[src/shared/cssb_regs.svh]
// Purpose: offsets, reset values and codes of the status bank
// Assumes: register indices are printed offsets; byte address = 4 * index
// Notes: definitions only
`ifndef CSSB_REGS_SVH
`define CSSB_REGS_SVH

`define CSSB_IDX_W            10
`define CSSB_IDX_TRANS_LO     10'h120
`define CSSB_IDX_TRANS_HI     10'h121
`define CSSB_IDX_LATCH_LO     10'h122
`define CSSB_IDX_LATCH_HI     10'h123
`define CSSB_IDX_FALLBACK     10'h124
`define CSSB_IDX_PLL_SW       10'h125
`define CSSB_IDX_SYS_LO       10'h126
`define CSSB_IDX_SYS_HI       10'h127
`define CSSB_IDX_REVISION     10'h128
`define CSSB_IDX_PART_LO      10'h12a
`define CSSB_IDX_PART_HI      10'h12b
`define CSSB_IDX_QUEUE        10'h12c
`define CSSB_IDX_VC           10'h12d

`define CSSB_RESP_OKAY        2'h0
`define CSSB_RESP_SLVERR      2'h2

`define CSSB_CLK_ERR_RESET    16'h0000
`define CSSB_SYS_ERR_RESET    16'h0000
`define CSSB_FB_CODE_INITIAL  3'h7

`endif

[src/shared/cssb_pkg.sv]
// Purpose: types shared by the status bank and its bench
// Assumes: nothing beyond the constants header
// Notes: fallback code values mirror the fallback state machine outside
package cssb_pkg;

    typedef logic [2:0] cssb_fb_code_t;
    typedef logic [1:0] cssb_dpll_lock_t;
    typedef enum logic [3:0] {
        CSSB_VC_PAUSE,
        CSSB_VC_START
    } cssb_vc_state_t;

endpackage : cssb_pkg

[src/rtl/cssb_status_bank.sv]
// Purpose: clock and system error / status register bank behind an AXI4-Lite slave
// Assumes: every status source runs on aclk; commands and frame_sync are one-cycle pulses
// Notes: each byte register occupies one aligned word, data in bits 7:0
`timescale 1ns/1ps
`default_nettype none
`include "cssb_regs.svh"

module cssb_status_bank #(
    parameter int                ADDR_W        = 12,
    parameter logic [7:0]        REVISION_CODE = 8'h5a,   // arbitrary value
    parameter logic [15:0]       PART_CODE     = 16'hc3a5 // arbitrary value
) (
    input  wire logic                   aclk,
    input  wire logic                   aresetn,
    // axi4-lite slave
    input  wire logic [ADDR_W-1:0]      s_axi_awaddr,
    input  wire logic [2:0]             s_axi_awprot,
    input  wire logic                   s_axi_awvalid,
    output logic                        s_axi_awready,
    input  wire logic [31:0]            s_axi_wdata,
    input  wire logic [3:0]             s_axi_wstrb,
    input  wire logic                   s_axi_wvalid,
    output logic                        s_axi_wready,
    output logic [1:0]                  s_axi_bresp,
    output logic                        s_axi_bvalid,
    input  wire logic                   s_axi_bready,
    input  wire logic [ADDR_W-1:0]      s_axi_araddr,
    input  wire logic [2:0]             s_axi_arprot,
    input  wire logic                   s_axi_arvalid,
    output logic                        s_axi_arready,
    output logic [31:0]                 s_axi_rdata,
    output logic [1:0]                  s_axi_rresp,
    output logic                        s_axi_rvalid,
    input  wire logic                   s_axi_rready,
    // clock watchdogs: bit 15 failsafe ref .. bit 0 frame a
    input  wire logic [15:0]            watchdog_live_err,
    input  wire logic [15:0]            watchdog_enable,
    output logic [15:0]                 latched_clock_err,
    // fallback machine
    input  wire logic                   in_fallback_flag,
    input  wire cssb_pkg::cssb_fb_code_t fallback_state_code,
    input  wire logic                   active_set_flag,
    input  wire logic                   go_cmd,
    input  wire logic                   clear_cmd,
    input  wire logic                   force_cmd,
    input  wire logic                   frame_sync,
    output logic                        go_take,
    output logic                        clear_take,
    output logic                        force_take,
    // plls and memories
    input  wire logic                   analog_pll_unlock_raw,
    input  wire logic                   unlock_threshold_flag,
    input  wire cssb_pkg::cssb_dpll_lock_t first_dpll_lock_code,
    input  wire cssb_pkg::cssb_dpll_lock_t second_dpll_lock_code,
    input  wire logic                   conn_mem_reset_flag,
    input  wire logic                   active_data_page_flag,
    // system error events: bit 15 failsafe .. bit 0 event_notice_queue overflow
    input  wire logic [15:0]            system_err_event,
    // pci target queues
    input  wire logic                   bridge_queue_full,
    input  wire logic                   vc_queue_full,
    input  wire logic                   data_mem_queue_full,
    // virtual channel switching
    input  wire logic                   vc_pause_cmd,
    input  wire logic                   vc_start_cmd,
    output cssb_pkg::cssb_vc_state_t    vc_switching_state
);


    // status state

    logic [15:0]               transient_r;
    logic [15:0]               latched_r;
    logic [15:0]               sys_err_r;
    logic                      go_pending_flag_r;
    logic                      clear_pending_flag_r;
    logic                      force_pending_flag_r;
    logic                      pause_pending_flag_r;
    logic                      start_pending_flag_r;
    cssb_pkg::cssb_vc_state_t  vc_state_r;
    cssb_pkg::cssb_vc_state_t  vc_state_nxt;


    // bus state

    logic                      aw_have_r;
    logic                      w_have_r;
    logic [`CSSB_IDX_W-1:0]    aw_idx_r;
    logic [7:0]                wbyte_r;
    logic                      wlane_r;
    logic                      bvalid_r;
    logic [1:0]                bresp_r;
    logic                      rvalid_r;
    logic [1:0]                rresp_r;
    logic [31:0]               rdata_r;


    // write path decode

    wire                       aw_fire  = s_axi_awvalid & s_axi_awready;
    wire                       w_fire   = s_axi_wvalid & s_axi_wready;
    wire                       wr_do    = aw_have_r & w_have_r & ~bvalid_r;
    wire [7:0]                 wr_ones  = wlane_r ? wbyte_r : 8'h00;
    wire                       wr_t_lo  = wr_do & (aw_idx_r == `CSSB_IDX_TRANS_LO);
    wire                       wr_t_hi  = wr_do & (aw_idx_r == `CSSB_IDX_TRANS_HI);
    wire                       wr_l_lo  = wr_do & (aw_idx_r == `CSSB_IDX_LATCH_LO);
    wire                       wr_l_hi  = wr_do & (aw_idx_r == `CSSB_IDX_LATCH_HI);
    wire                       wr_s_lo  = wr_do & (aw_idx_r == `CSSB_IDX_SYS_LO);
    wire                       wr_s_hi  = wr_do & (aw_idx_r == `CSSB_IDX_SYS_HI);
    wire [15:0]                clr_trans = {wr_t_hi ? wr_ones : 8'h00, wr_t_lo ? wr_ones : 8'h00};
    wire [15:0]                clr_latch = {wr_l_hi ? wr_ones : 8'h00, wr_l_lo ? wr_ones : 8'h00};
    wire [15:0]                clr_sys   = {wr_s_hi ? wr_ones : 8'h00, wr_s_lo ? wr_ones : 8'h00};
    wire                       aw_mapped = idx_mapped(aw_idx_r);


    // status sources

    // live result gated by enable; bit order fixed by the watchdog port
    wire [15:0]                transient_now = watchdog_live_err & watchdog_enable;

    function automatic logic idx_mapped(input logic [`CSSB_IDX_W-1:0] idx);
        idx_mapped = (idx >= `CSSB_IDX_TRANS_LO && idx <= `CSSB_IDX_REVISION) ||
                     (idx >= `CSSB_IDX_PART_LO && idx <= `CSSB_IDX_VC);
    endfunction : idx_mapped


    // read path decode

    wire                       ar_fire = s_axi_arvalid & s_axi_arready;
    wire [`CSSB_IDX_W-1:0]     ar_idx  = s_axi_araddr[`CSSB_IDX_W+1:2];
    wire                       ar_mapped = idx_mapped(ar_idx);

    wire [7:0] rd_fallback = {in_fallback_flag,
                              fallback_state_code,
                              active_set_flag,
                              go_pending_flag_r,
                              clear_pending_flag_r,
                              force_pending_flag_r};
    wire [7:0] rd_pll_sw   = {analog_pll_unlock_raw,
                              unlock_threshold_flag,
                              first_dpll_lock_code,
                              second_dpll_lock_code,
                              conn_mem_reset_flag,
                              active_data_page_flag};
    wire [7:0] rd_queue    = {5'h00,
                              bridge_queue_full,
                              vc_queue_full,
                              data_mem_queue_full};
    wire [7:0] rd_vc       = {2'h0,
                              pause_pending_flag_r,
                              start_pending_flag_r,
                              vc_state_r};

    logic [7:0] rd_byte;
    always_comb begin
        case (ar_idx)
            `CSSB_IDX_TRANS_LO: rd_byte = transient_r[7:0];
            `CSSB_IDX_TRANS_HI: rd_byte = transient_r[15:8];
            `CSSB_IDX_LATCH_LO: rd_byte = latched_r[7:0];
            `CSSB_IDX_LATCH_HI: rd_byte = latched_r[15:8];
            `CSSB_IDX_FALLBACK: rd_byte = rd_fallback;
            `CSSB_IDX_PLL_SW:   rd_byte = rd_pll_sw;
            `CSSB_IDX_SYS_LO:   rd_byte = sys_err_r[7:0];
            `CSSB_IDX_SYS_HI:   rd_byte = sys_err_r[15:8];
            `CSSB_IDX_REVISION: rd_byte = REVISION_CODE;
            `CSSB_IDX_PART_LO:  rd_byte = PART_CODE[7:0];
            `CSSB_IDX_PART_HI:  rd_byte = PART_CODE[15:8];
            `CSSB_IDX_QUEUE:    rd_byte = rd_queue;
            `CSSB_IDX_VC:       rd_byte = rd_vc;
            default:            rd_byte = 8'h00;
        endcase
    end


    // error registers

    // transient is a live copy; a clear write has no effect on it, even for one cycle
    always_ff @(posedge aclk) begin
        if (!aresetn) begin
            transient_r <= `CSSB_CLK_ERR_RESET;
        end else begin
            transient_r <= transient_now & ~(clr_trans & ~transient_now);
        end
    end

    // set wins over a clear in the same cycle so no event is lost
    always_ff @(posedge aclk) begin
        if (!aresetn) begin
            latched_r <= `CSSB_CLK_ERR_RESET;
        end else begin
            latched_r <= (latched_r & ~clr_latch) | transient_now;
        end
    end

    always_ff @(posedge aclk) begin
        if (!aresetn) begin
            sys_err_r <= `CSSB_SYS_ERR_RESET;
        end else begin
            sys_err_r <= (sys_err_r & ~clr_sys) | system_err_event;
        end
    end

    assign latched_clock_err = latched_r;


    // pending commands, resolved at frame sync

    // a command arriving on the frame edge itself waits for the next frame
    assign go_take    = go_pending_flag_r & frame_sync;
    assign clear_take = clear_pending_flag_r & frame_sync;
    assign force_take = force_pending_flag_r & frame_sync;

    always_ff @(posedge aclk) begin
        if (!aresetn) begin
            go_pending_flag_r    <= 1'b0;
            clear_pending_flag_r <= 1'b0;
            force_pending_flag_r <= 1'b0;
        end else begin
            go_pending_flag_r    <= go_cmd    | (go_pending_flag_r & ~frame_sync);
            clear_pending_flag_r <= clear_cmd | (clear_pending_flag_r & ~frame_sync);
            force_pending_flag_r <= force_cmd | (force_pending_flag_r & ~frame_sync);
        end
    end

    // latest command cancels the opposite pending one
    always_comb begin
        vc_state_nxt = vc_state_r;
        if (frame_sync) begin
            case (vc_state_r)
                cssb_pkg::CSSB_VC_PAUSE: if (start_pending_flag_r) vc_state_nxt = cssb_pkg::CSSB_VC_START;
                cssb_pkg::CSSB_VC_START: if (pause_pending_flag_r) vc_state_nxt = cssb_pkg::CSSB_VC_PAUSE;
                default:                 vc_state_nxt = cssb_pkg::CSSB_VC_PAUSE;
            endcase
        end
    end

    always_ff @(posedge aclk) begin
        if (!aresetn) begin
            pause_pending_flag_r <= 1'b0;
            start_pending_flag_r <= 1'b0;
            vc_state_r           <= cssb_pkg::CSSB_VC_PAUSE;
        end else begin
            pause_pending_flag_r <= vc_pause_cmd |
                                    (pause_pending_flag_r & ~frame_sync & ~vc_start_cmd);
            start_pending_flag_r <= vc_start_cmd |
                                    (start_pending_flag_r & ~frame_sync & ~vc_pause_cmd);
            vc_state_r           <= vc_state_nxt;
        end
    end

    assign vc_switching_state = vc_state_r;


    // axi4-lite write channel
    // one byte per word: only wdata[7:0] and wstrb[0] matter

    assign s_axi_awready = ~aw_have_r & ~bvalid_r;
    assign s_axi_wready  = ~w_have_r & ~bvalid_r;
    assign s_axi_bvalid  = bvalid_r;
    assign s_axi_bresp   = bresp_r;

    always_ff @(posedge aclk) begin
        if (!aresetn) begin
            aw_have_r <= 1'b0;
            w_have_r  <= 1'b0;
            aw_idx_r  <= '0;
            wbyte_r   <= 8'h00;
            wlane_r   <= 1'b0;
            bvalid_r  <= 1'b0;
            bresp_r   <= `CSSB_RESP_OKAY;
        end else begin
            if (aw_fire) begin
                aw_have_r <= 1'b1;
                aw_idx_r  <= s_axi_awaddr[`CSSB_IDX_W+1:2];
            end
            if (w_fire) begin
                w_have_r <= 1'b1;
                wbyte_r  <= s_axi_wdata[7:0];
                wlane_r  <= s_axi_wstrb[0];
            end
            if (wr_do) begin
                aw_have_r <= 1'b0;
                w_have_r  <= 1'b0;
                bvalid_r  <= 1'b1;
                bresp_r   <= aw_mapped ? `CSSB_RESP_OKAY : `CSSB_RESP_SLVERR;
            end else if (bvalid_r && s_axi_bready) begin
                bvalid_r <= 1'b0;
            end
        end
    end


    // axi4-lite read channel
    // arready stays low while rvalid stands: one read at a time

    assign s_axi_arready = ~rvalid_r;
    assign s_axi_rvalid  = rvalid_r;
    assign s_axi_rresp   = rresp_r;
    assign s_axi_rdata   = rdata_r;

    // snapshot at acceptance keeps rdata stable while the master stalls
    always_ff @(posedge aclk) begin
        if (!aresetn) begin
            rvalid_r <= 1'b0;
            rresp_r  <= `CSSB_RESP_OKAY;
            rdata_r  <= 32'h0000_0000;
        end else if (ar_fire) begin
            rvalid_r <= 1'b1;
            rresp_r  <= ar_mapped ? `CSSB_RESP_OKAY : `CSSB_RESP_SLVERR;
            rdata_r  <= {24'h00_0000, rd_byte};
        end else if (rvalid_r && s_axi_rready) begin
            rvalid_r <= 1'b0;
        end
    end

endmodule : cssb_status_bank

`default_nettype wire

[config.mk]
export PLATFORM = sky130hd
export DESIGN_NAME = cssb_status_bank
export DESIGN_NICKNAME = d
export VERILOG_FILES = /design/src/shared/cssb_pkg.sv /design/src/rtl/cssb_status_bank.sv
export VERILOG_INCLUDE_DIRS = /design/src /design/src/shared
export SDC_FILE = /design/constraint.sdc
export NUM_CORES = 1
export LEC_CHECK = 0
export ABC_AREA = 1
export BUFFER_PORTS_ARGS = -buffer_cell sky130_fd_sc_hd__buf_2
export CAP_MARGIN = 20
export CORE_MARGIN = 1.5
export CORE_UTILIZATION = 42
export DETAILED_ROUTE_END_ITERATION = 10
export GPL_ROUTABILITY_DRIVEN = 0
export GPL_TIMING_DRIVEN = 0
export PLACE_DENSITY_LB_ADDON = 0.3
export SLEW_MARGIN = 20
export SYNTH_ARGS = -nofsm -noshare
export SYNTH_HDL_FRONTEND = slang
export SYNTH_SLANG_ARGS = --single-unit
[constraint.sdc]
create_clock -name aclk -period 1.3 [get_ports aclk]
set_input_delay 0.26 -clock aclk [delete_from_list [all_inputs] [get_ports aclk]]
set_output_delay 0.26 -clock aclk [all_outputs]
set_load 0.005 [all_outputs]
# Word level (Yosys, flattened, before mapping)
# Cells that the tools add are included.
op_classes:
  add_sub_neg: 0
  n_mul: 0
  div_mod_pow: 0
  n_lt_le_gt_ge: 8
  eq_ne: 22
  shift: 0
  n_mux: 17
  bitwise: 47
  reduce_logical: 13
op_table:
  columns: ["cell", "n"]
  rows:
  - ["$eq 10x9->1 const B", 19]
  - ["$pmux 8 s13", 1]
  - ["$and 16x16->16", 5]
  - ["$not 16->16", 4]
  - ["$mux 8", 7]
  - ["$ge 10x9->1 const B", 4]
  - ["$le 10x9->1 const B", 4]
  - ["$or 16x16->16", 2]
  - ["$and 1x1->1", 23]
  - ["$mux 4", 2]
  - ["$not 1->1", 8]
  - ["$pmux 4 s2", 1]
  - ["$logic_and 1x1->1", 6]
  - ["$or 1x1->1", 5]
  - ["$eq 4x1->1 const B", 1]
  - ["$logic_not 4->1", 1]
  - ["$mux 1", 4]
  - ["$mux 2", 2]
  - ["$ne 2x2->1 const B", 2]
  - ["$reduce_bool 2->1", 2]
  - ["$reduce_and 3->1", 1]
  - ["$logic_or 1x1->1", 2]
  - ["$reduce_or 2->1", 1]
word_totals:
  ff_bits: 92
  latchBits: 0
  mem_bits_rw: 0
  mem_bits_ro: 0
  input_bits: 143
  output_inout_bits: 64
  wordCells: 126
  memories: 0

# Longest topological paths before layout
logic_depth:
  ltp_word: 7
  mapped_depth: 11
  mapped_depth_nobuf: 11

# Worst setup path after synthesis
# No wires, ideal clock.
synth_path:
  kind: "register to register"
  startpoint: "register bvalid_r (netlist: s_axi_bvalid)"
  endpoint: "register latched_r[12] (netlist: latched_clock_err[12])"
  setup_ps: 131
  arrival_ps: 1271
  required_time_ps: 1169
  path_slack_ps: -102
  path_stages_with_launch: 7
  n_path_buf: 0
  synth_period_minus_slack_ps: 1402
  path_cell_list: "dfxtp_1 nor2_1 nand2_1 nor2_1 nand3_1 o211ai_1 o21ai_0"
synth_via:
  elab_chain_len: 7
synth_rtl:
  columns: ["item", "line_no", "text"]
  rows:
  - ["start: declaration", "cssb_status_bank.sv:91", "logic bvalid_r;"]
  - ["start signal: assignment", "cssb_status_bank.sv:269", "bvalid_r <= 1'b0;"]
  - ["start signal: assignment", "cssb_status_bank.sv:284", "bvalid_r <= 1'b1;"]
  - ["start signal: assignment", "cssb_status_bank.sv:287", "bvalid_r <= 1'b0;"]
  - ["$not 1->1", "cssb_status_bank.sv:102", "wire wr_do = aw_have_r & w_have_r & ~bvalid_r;"]
  - ["$and 1x1->1", "cssb_status_bank.sv:102", null]
  - ["$and 1x1->1", "cssb_status_bank.sv:107", "wire wr_l_hi = wr_do & (aw_idx_r == `CSSB_IDX_LATCH_HI);"]
  - ["$mux 8", "cssb_status_bank.sv:111", "wire [15:0] clr_latch = {wr_l_hi ? wr_ones : 8'h00, wr_l_lo ? wr_ones : 8'h00};"]
  - ["$not 16->16", "cssb_status_bank.sv:191", "latched_r <= (latched_r & ~clr_latch) | transient_now;"]
  - ["$and 16x16->16", "cssb_status_bank.sv:191", null]
  - ["$or 16x16->16", "cssb_status_bank.sv:191", null]
  - ["end signal: assignment", "cssb_status_bank.sv:189", "latched_r <= `CSSB_CLK_ERR_RESET;"]
  - ["end signal: assignment", "cssb_status_bank.sv:191", null]
  - ["end: declaration", "cssb_status_bank.sv:73", "logic [15:0] latched_r;"]
# Every way passes these cells.
# A chain may end at the register's enable or synchronous reset.

# Worst setup path in the final report
layout_path:
  startpoint: "register bvalid_r (netlist: s_axi_bvalid)"
  endpoint: "register sys_err_r[10]"
layout_via:
  elab_chain_len: 7
layout_rtl:
  columns: ["item", "line_no", "text"]
  rows:
  - ["$not 1->1", "cssb_status_bank.sv:102", null]
  - ["$and 1x1->1", "cssb_status_bank.sv:102", null]
  - ["$and 1x1->1", "cssb_status_bank.sv:109", "wire wr_s_hi = wr_do & (aw_idx_r == `CSSB_IDX_SYS_HI);"]
  - ["$mux 8", "cssb_status_bank.sv:112", "wire [15:0] clr_sys = {wr_s_hi ? wr_ones : 8'h00, wr_s_lo ? wr_ones : 8'h00};"]
  - ["$not 16->16", "cssb_status_bank.sv:199", "sys_err_r <= (sys_err_r & ~clr_sys) | system_err_event;"]
  - ["$and 16x16->16", "cssb_status_bank.sv:199", null]
  - ["$or 16x16->16", "cssb_status_bank.sv:199", null]
  - ["end signal: assignment", "cssb_status_bank.sv:197", "sys_err_r <= `CSSB_SYS_ERR_RESET;"]
  - ["end signal: assignment", "cssb_status_bank.sv:199", null]
  - ["end: declaration", "cssb_status_bank.sv:74", "logic [15:0] sys_err_r;"]
# Every way passes these cells.

==> run summary <==
Clock-pin slew was measured on the worst setup and hold paths at 0.08 ns. The initial antenna violation count is 0. The synthesized-area fraction occupied by adder cells is 0%. Between clock sinks in the finished design, the worst skew comes to 0.00723 ns. Yosys instantiated no cell more often than sky130_fd_sc_hd__nand2_1. The final instance area is 5830 µm².

The starting utilization of the core area is 43.0%. In the synthesized netlist the async set-or-reset flop fraction comes to 0%. Subtracting the final worst setup slack from the clock period gives 1.48 ns.

The tree is rooted in a sky130_fd_sc_hd__clkbuf_8. The H-tree level count is 3. The number of cells after detailed placement came out at 907. The tightest min-delay check is of the input port to flop type. The path with the worst hold slack has its endpoint at force_pending_flag_r$_SDFF_PN0_. Of the total synthesized cell area, the portion taken by XOR and XNOR cells is 0%.

The first-iteration detailed-routing DRC count is 282. The most numerous cell type found on the critical path is sky130_fd_sc_hd__nor2_4. The via count of the first global-routing pass is 4236. CTS saw 87 sinks. The largest fanout on the critical path came out at 8. Of the cells placed in the final design, the portion with a size suffix greater than 1 is 36.1%.

The synthesized netlist occupies a cell area of 4180 µm². The synthesized netlist contains 29 unique library cells. The setup-violating endpoint count in the final report is 34. Dividing the detail-routed wire length by the instance count gives 14.7 µm. The ratio of final minimum period to clock period is 114%. The detailed-route via count is 4774. The mean instance size in the synthesized netlist is 6.89 µm². For the worst setup path, the data required time is 1.52 ns. The number of placement rows is 36. The number of DRC violations after detailed routing came out at 0. Among all flip-flop cells after synthesis, the most frequent one is sky130_fd_sc_hd__dfxtp_1. The cell count after synthesis is 607. The register area share after synthesis is 41.7%. The yosys synthesis warning count is 0. The die is 103 µm wide. The first-pass iteration count of the detailed router came out at 5. The total negative slack for setup checks is -4.62 ns.

From bottom edge to top edge, the die measures 103 µm. The number of hold-slack violations in the final timing report is 0. The worst setup path is captured at a flop. Global routing used 41.4% of the available met2 tracks. The routing usage on met1 came out at 31.9%. Among all stages on the critical path, the largest delay is contributed by sky130_fd_sc_hd__dfxtp_4. The synthesized design devotes to its leading area cell type 41.7% of total area. The most area-hungry cell type in the Yosys netlist is sky130_fd_sc_hd__dfxtp_1.

Across all setup checks in the final design, the least slack found is -0.177 ns. The combinational family with the most area after synthesis is simple AND/OR/NAND/NOR gates. In this run the most critical hold path is launched from force_cmd. The placed standard-cell area is 5200 µm². The most congested layer reported by global routing is met2. The kind of launch point of the worst setup path is a flop. The setup path with the least slack is of type flop to flop. The total length of routed wires is 13800 µm. The max-slew violation count came to 0.

The HPWL after detailed placement is 10200 µm. The synthesized design contains 87 register bits. The die outline area is 10600 µm². Of the total synthesized cell area, the portion taken by AND, OR, NAND and NOR gates is 30.3%. The placeable core region is 9730 µm². For this run, the top clock speed supported by timing is 677 MHz. The post-route non-filler standard cell count came out at 940. For this run, global-route usage on met3 was measured as 4.07%. By area the synthesized netlist is led by sky130_fd_sc_hd__dfxtp_1 (42%), sky130_fd_sc_hd__nand2_1 (12%), sky130_fd_sc_hd__nor2_1 (8.2%). The transition time at the pin with the least slew margin is 0.614 ns. In this run the critical register-to-register path is launched from s_axi_bvalid$_SDFFE_PN0P_. Traced cell by cell, the critical path runs through nor2_4 -> nand2_2 -> nor2_4 -> nand3_4 -> o21ai_2 -> a21oi_1.

The area growth from synthesis to final layout is 39.3%. TritonCTS built the clock tree. Summed over all layers, the global routing overflow is 0. The total clock buffers created by CTS is 9. By count the netlist is led by sky130_fd_sc_hd__nand2_1 (132), sky130_fd_sc_hd__nor2_1 (91), sky130_fd_sc_hd__dfxtp_1 (87).

The number of top-level pins came out at 207. The static leakage power came out at 0.00286 µW. The final reports fail on setup timing. The max-cap violation count is 0. The run finished, with violations left. The largest voltage drop on the vdd net came out at 0.720 mV. The pin count of the biggest net entering global routing is 15. The beginning of the critical path is s_axi_bvalid$_SDFFE_PN0P_. The power density of the placed cells is 969 nW/µm². The worst hold path depth is 3. The delay of the slowest cell on the worst path came out at 0.37 ns.

The maximum clock path buffer count came out at 2. Setup repair after global routing could not meet its margin everywhere. In the routed layout, each cell is associated on average with a via count of 5.08. Setup slack on the worst reg-to-reg path comes out at -0.18 ns.

The remaining antenna violation count came out at 0. The worst register-to-register path has a depth of 6. The sequential cell area in the final layout is 1750 µm². After clock tree synthesis, the flow added hold-fix buffers numbering 0. The compound-gate portion of the synthesized area is 15.7%. The data arrival time of the critical path is 1.69 ns. The fill cell instance count of the final layout came out at 953. In this run the tightest slew margin relative to its limit is 59.1%. The area occupied by multi-input gates is 2370 µm². The global-route wire length before repair came out at 20000 µm. During placement, the flow inserted port buffers numbering 139. The count of flip-flops with a built-in enable after synthesis is 0. The combined global-route utilization of all metal layers is 25.2%. For this run, the post-layout net count is 946. The insertion delay of the later-clocked pin in the worst-skew pair is 0.35 ns. The number of diodes added for antenna fixing is 0.

The share of cell area taken by muxes after synthesis is 0%. The worst register-to-register path ends at sys_err_r[10]$_SDFF_PN0_.
-- worst max path at each step --
stage,endpoint
2_1_floorplan,s_axi_rdata[6]$_SDFFE_PN0P_
3_3_place_gp,s_axi_rdata[3]$_SDFFE_PN0P_
3_5_place_dp,s_axi_rdata[3]$_SDFFE_PN0P_
4_1_cts,latched_clock_err[1]$_SDFF_PN0_
5_1_grt,latched_clock_err[5]$_SDFF_PN0_
6_report,sys_err_r[10]$_SDFF_PN0_
-- layout by cell type (no fill, tap or decap), types with 2 or more instances in the layout --
master / netlist / layout
sky130_fd_sc_hd__buf_2: 2 / 139
sky130_fd_sc_hd__nand2_1: 132 / 118
sky130_fd_sc_hd__dfxtp_1: 87 / 84
sky130_fd_sc_hd__nor2_1: 91 / 78
sky130_fd_sc_hd__buf_4: 29 / 50
sky130_fd_sc_hd__inv_1: 46 / 40
sky130_fd_sc_hd__a21oi_1: 47 / 40
sky130_fd_sc_hd__nand3_1: 39 / 33
sky130_fd_sc_hd__conb_1: 1 / 29
sky130_fd_sc_hd__o21ai_1: 10 / 24
sky130_fd_sc_hd__o21ai_0: 46 / 19
sky130_fd_sc_hd__o211ai_1: 16 / 16
sky130_fd_sc_hd__nor2_4: 0 / 15
sky130_fd_sc_hd__inv_2: 8 / 14
sky130_fd_sc_hd__nand4_1: 14 / 14
sky130_fd_sc_hd__nand2_2: 0 / 13
sky130_fd_sc_hd__o21ai_2: 0 / 13
sky130_fd_sc_hd__clkbuf_8: 0 / 10
sky130_fd_sc_hd__clkbuf_1: 13 / 9
sky130_fd_sc_hd__nand3_4: 0 / 7
sky130_fd_sc_hd__a21oi_2: 0 / 6
sky130_fd_sc_hd__nor2_2: 7 / 5
sky130_fd_sc_hd__clkbuf_2: 0 / 2
sky130_fd_sc_hd__buf_6: 2 / 2
sky130_fd_sc_hd__nor2_8: 2 / 2
sky130_fd_sc_hd__nor3b_1: 2 / 2
sky130_fd_sc_hd__nor3_1: 4 / 2
sky130_fd_sc_hd__nor3_4: 0 / 2
sky130_fd_sc_hd__dfxtp_2: 0 / 2
sky130_fd_sc_hd__clkinv_2: 0 / 2
sky130_fd_sc_hd__clkinv_4: 0 / 2
-- metrics by stage --
step                setup WS, ns  hold slack [ns]  power (µW)  util [%]
global placement          -0.437            0.444        3840      53.5
detailed placement        -0.477            0.454        3860      53.5
global route              -0.279            0.114        5930      59.9
CTS                       -0.147            0.108        5560      56.6
finish                    -0.177            0.113        5650      59.9
floorplan                0.00142            0.371        3480         -
-- cell type report --
cell class	instances	area share, %
inverters	55	3.54
flip-flops and latches	87	30.0
clock inverters	5	0.601
clock buffers	10	2.36
plain buffers	47	5.37
repair buffers	157	14.6
multi-input cells	446	40.7
well taps	133	2.86
-- routing by layer --
metal	share of wire [%]	wire length [µm]
met5	0	0
met4	4.4	606
met3	10	1390
met2	46	6340
met1	40	5460
-- flip-flops by register name (all words and copies together) (netlist names), 8 cells and up --
| name | count |
|---|---|
| latched_clock_err | 16 |
| sys_err_r | 16 |
| transient_r | 16 |
| aw_idx_r | 10 |
| s_axi_rdata | 8 |
| wbyte_r | 8 |
-- logic make-up (layout without fill, tap and decap cells) --
| family | count (synthesis) | in the layout |
|---|---|---|
| AND/OR/NAND/NOR | 295 | 295 |
| flip-flops | 87 | 87 |
| AO/OA/AOI/OAI | 122 | 122 |
| buffers and inverters | 102 | 274 |
| other | 1 | 29 |
-- worst max-delay path, delay by kind of cell (launching register included) --
kind	cells	cell delay [ns]
AND/OR/NAND/NOR	4	0.70
flip-flops	1	0.37
AO/OA/AOI/OAI	2	0.26
-- timing repair --
item | 4_1_cts | 5_1_grt
endpoints found under the setup margin | 40 | 55
setup buffers | 3 | 15
pin swaps | 16 | 38
gates resized for setup | 45 | 76
-- where the power goes --
| part | total, µW | leakage (µW) | internal (µW) | switching [µW] |
|---|---|---|---|---|
| Sequential | 2980 | 0.000722 | 2850 | 132 |
| Clock | 1690 | 0.0000881 | 736 | 950 |
| Combinational | 984 | 0.00205 | 422 | 562 |
No activity file was read; power rests on OpenSTA's default activity.
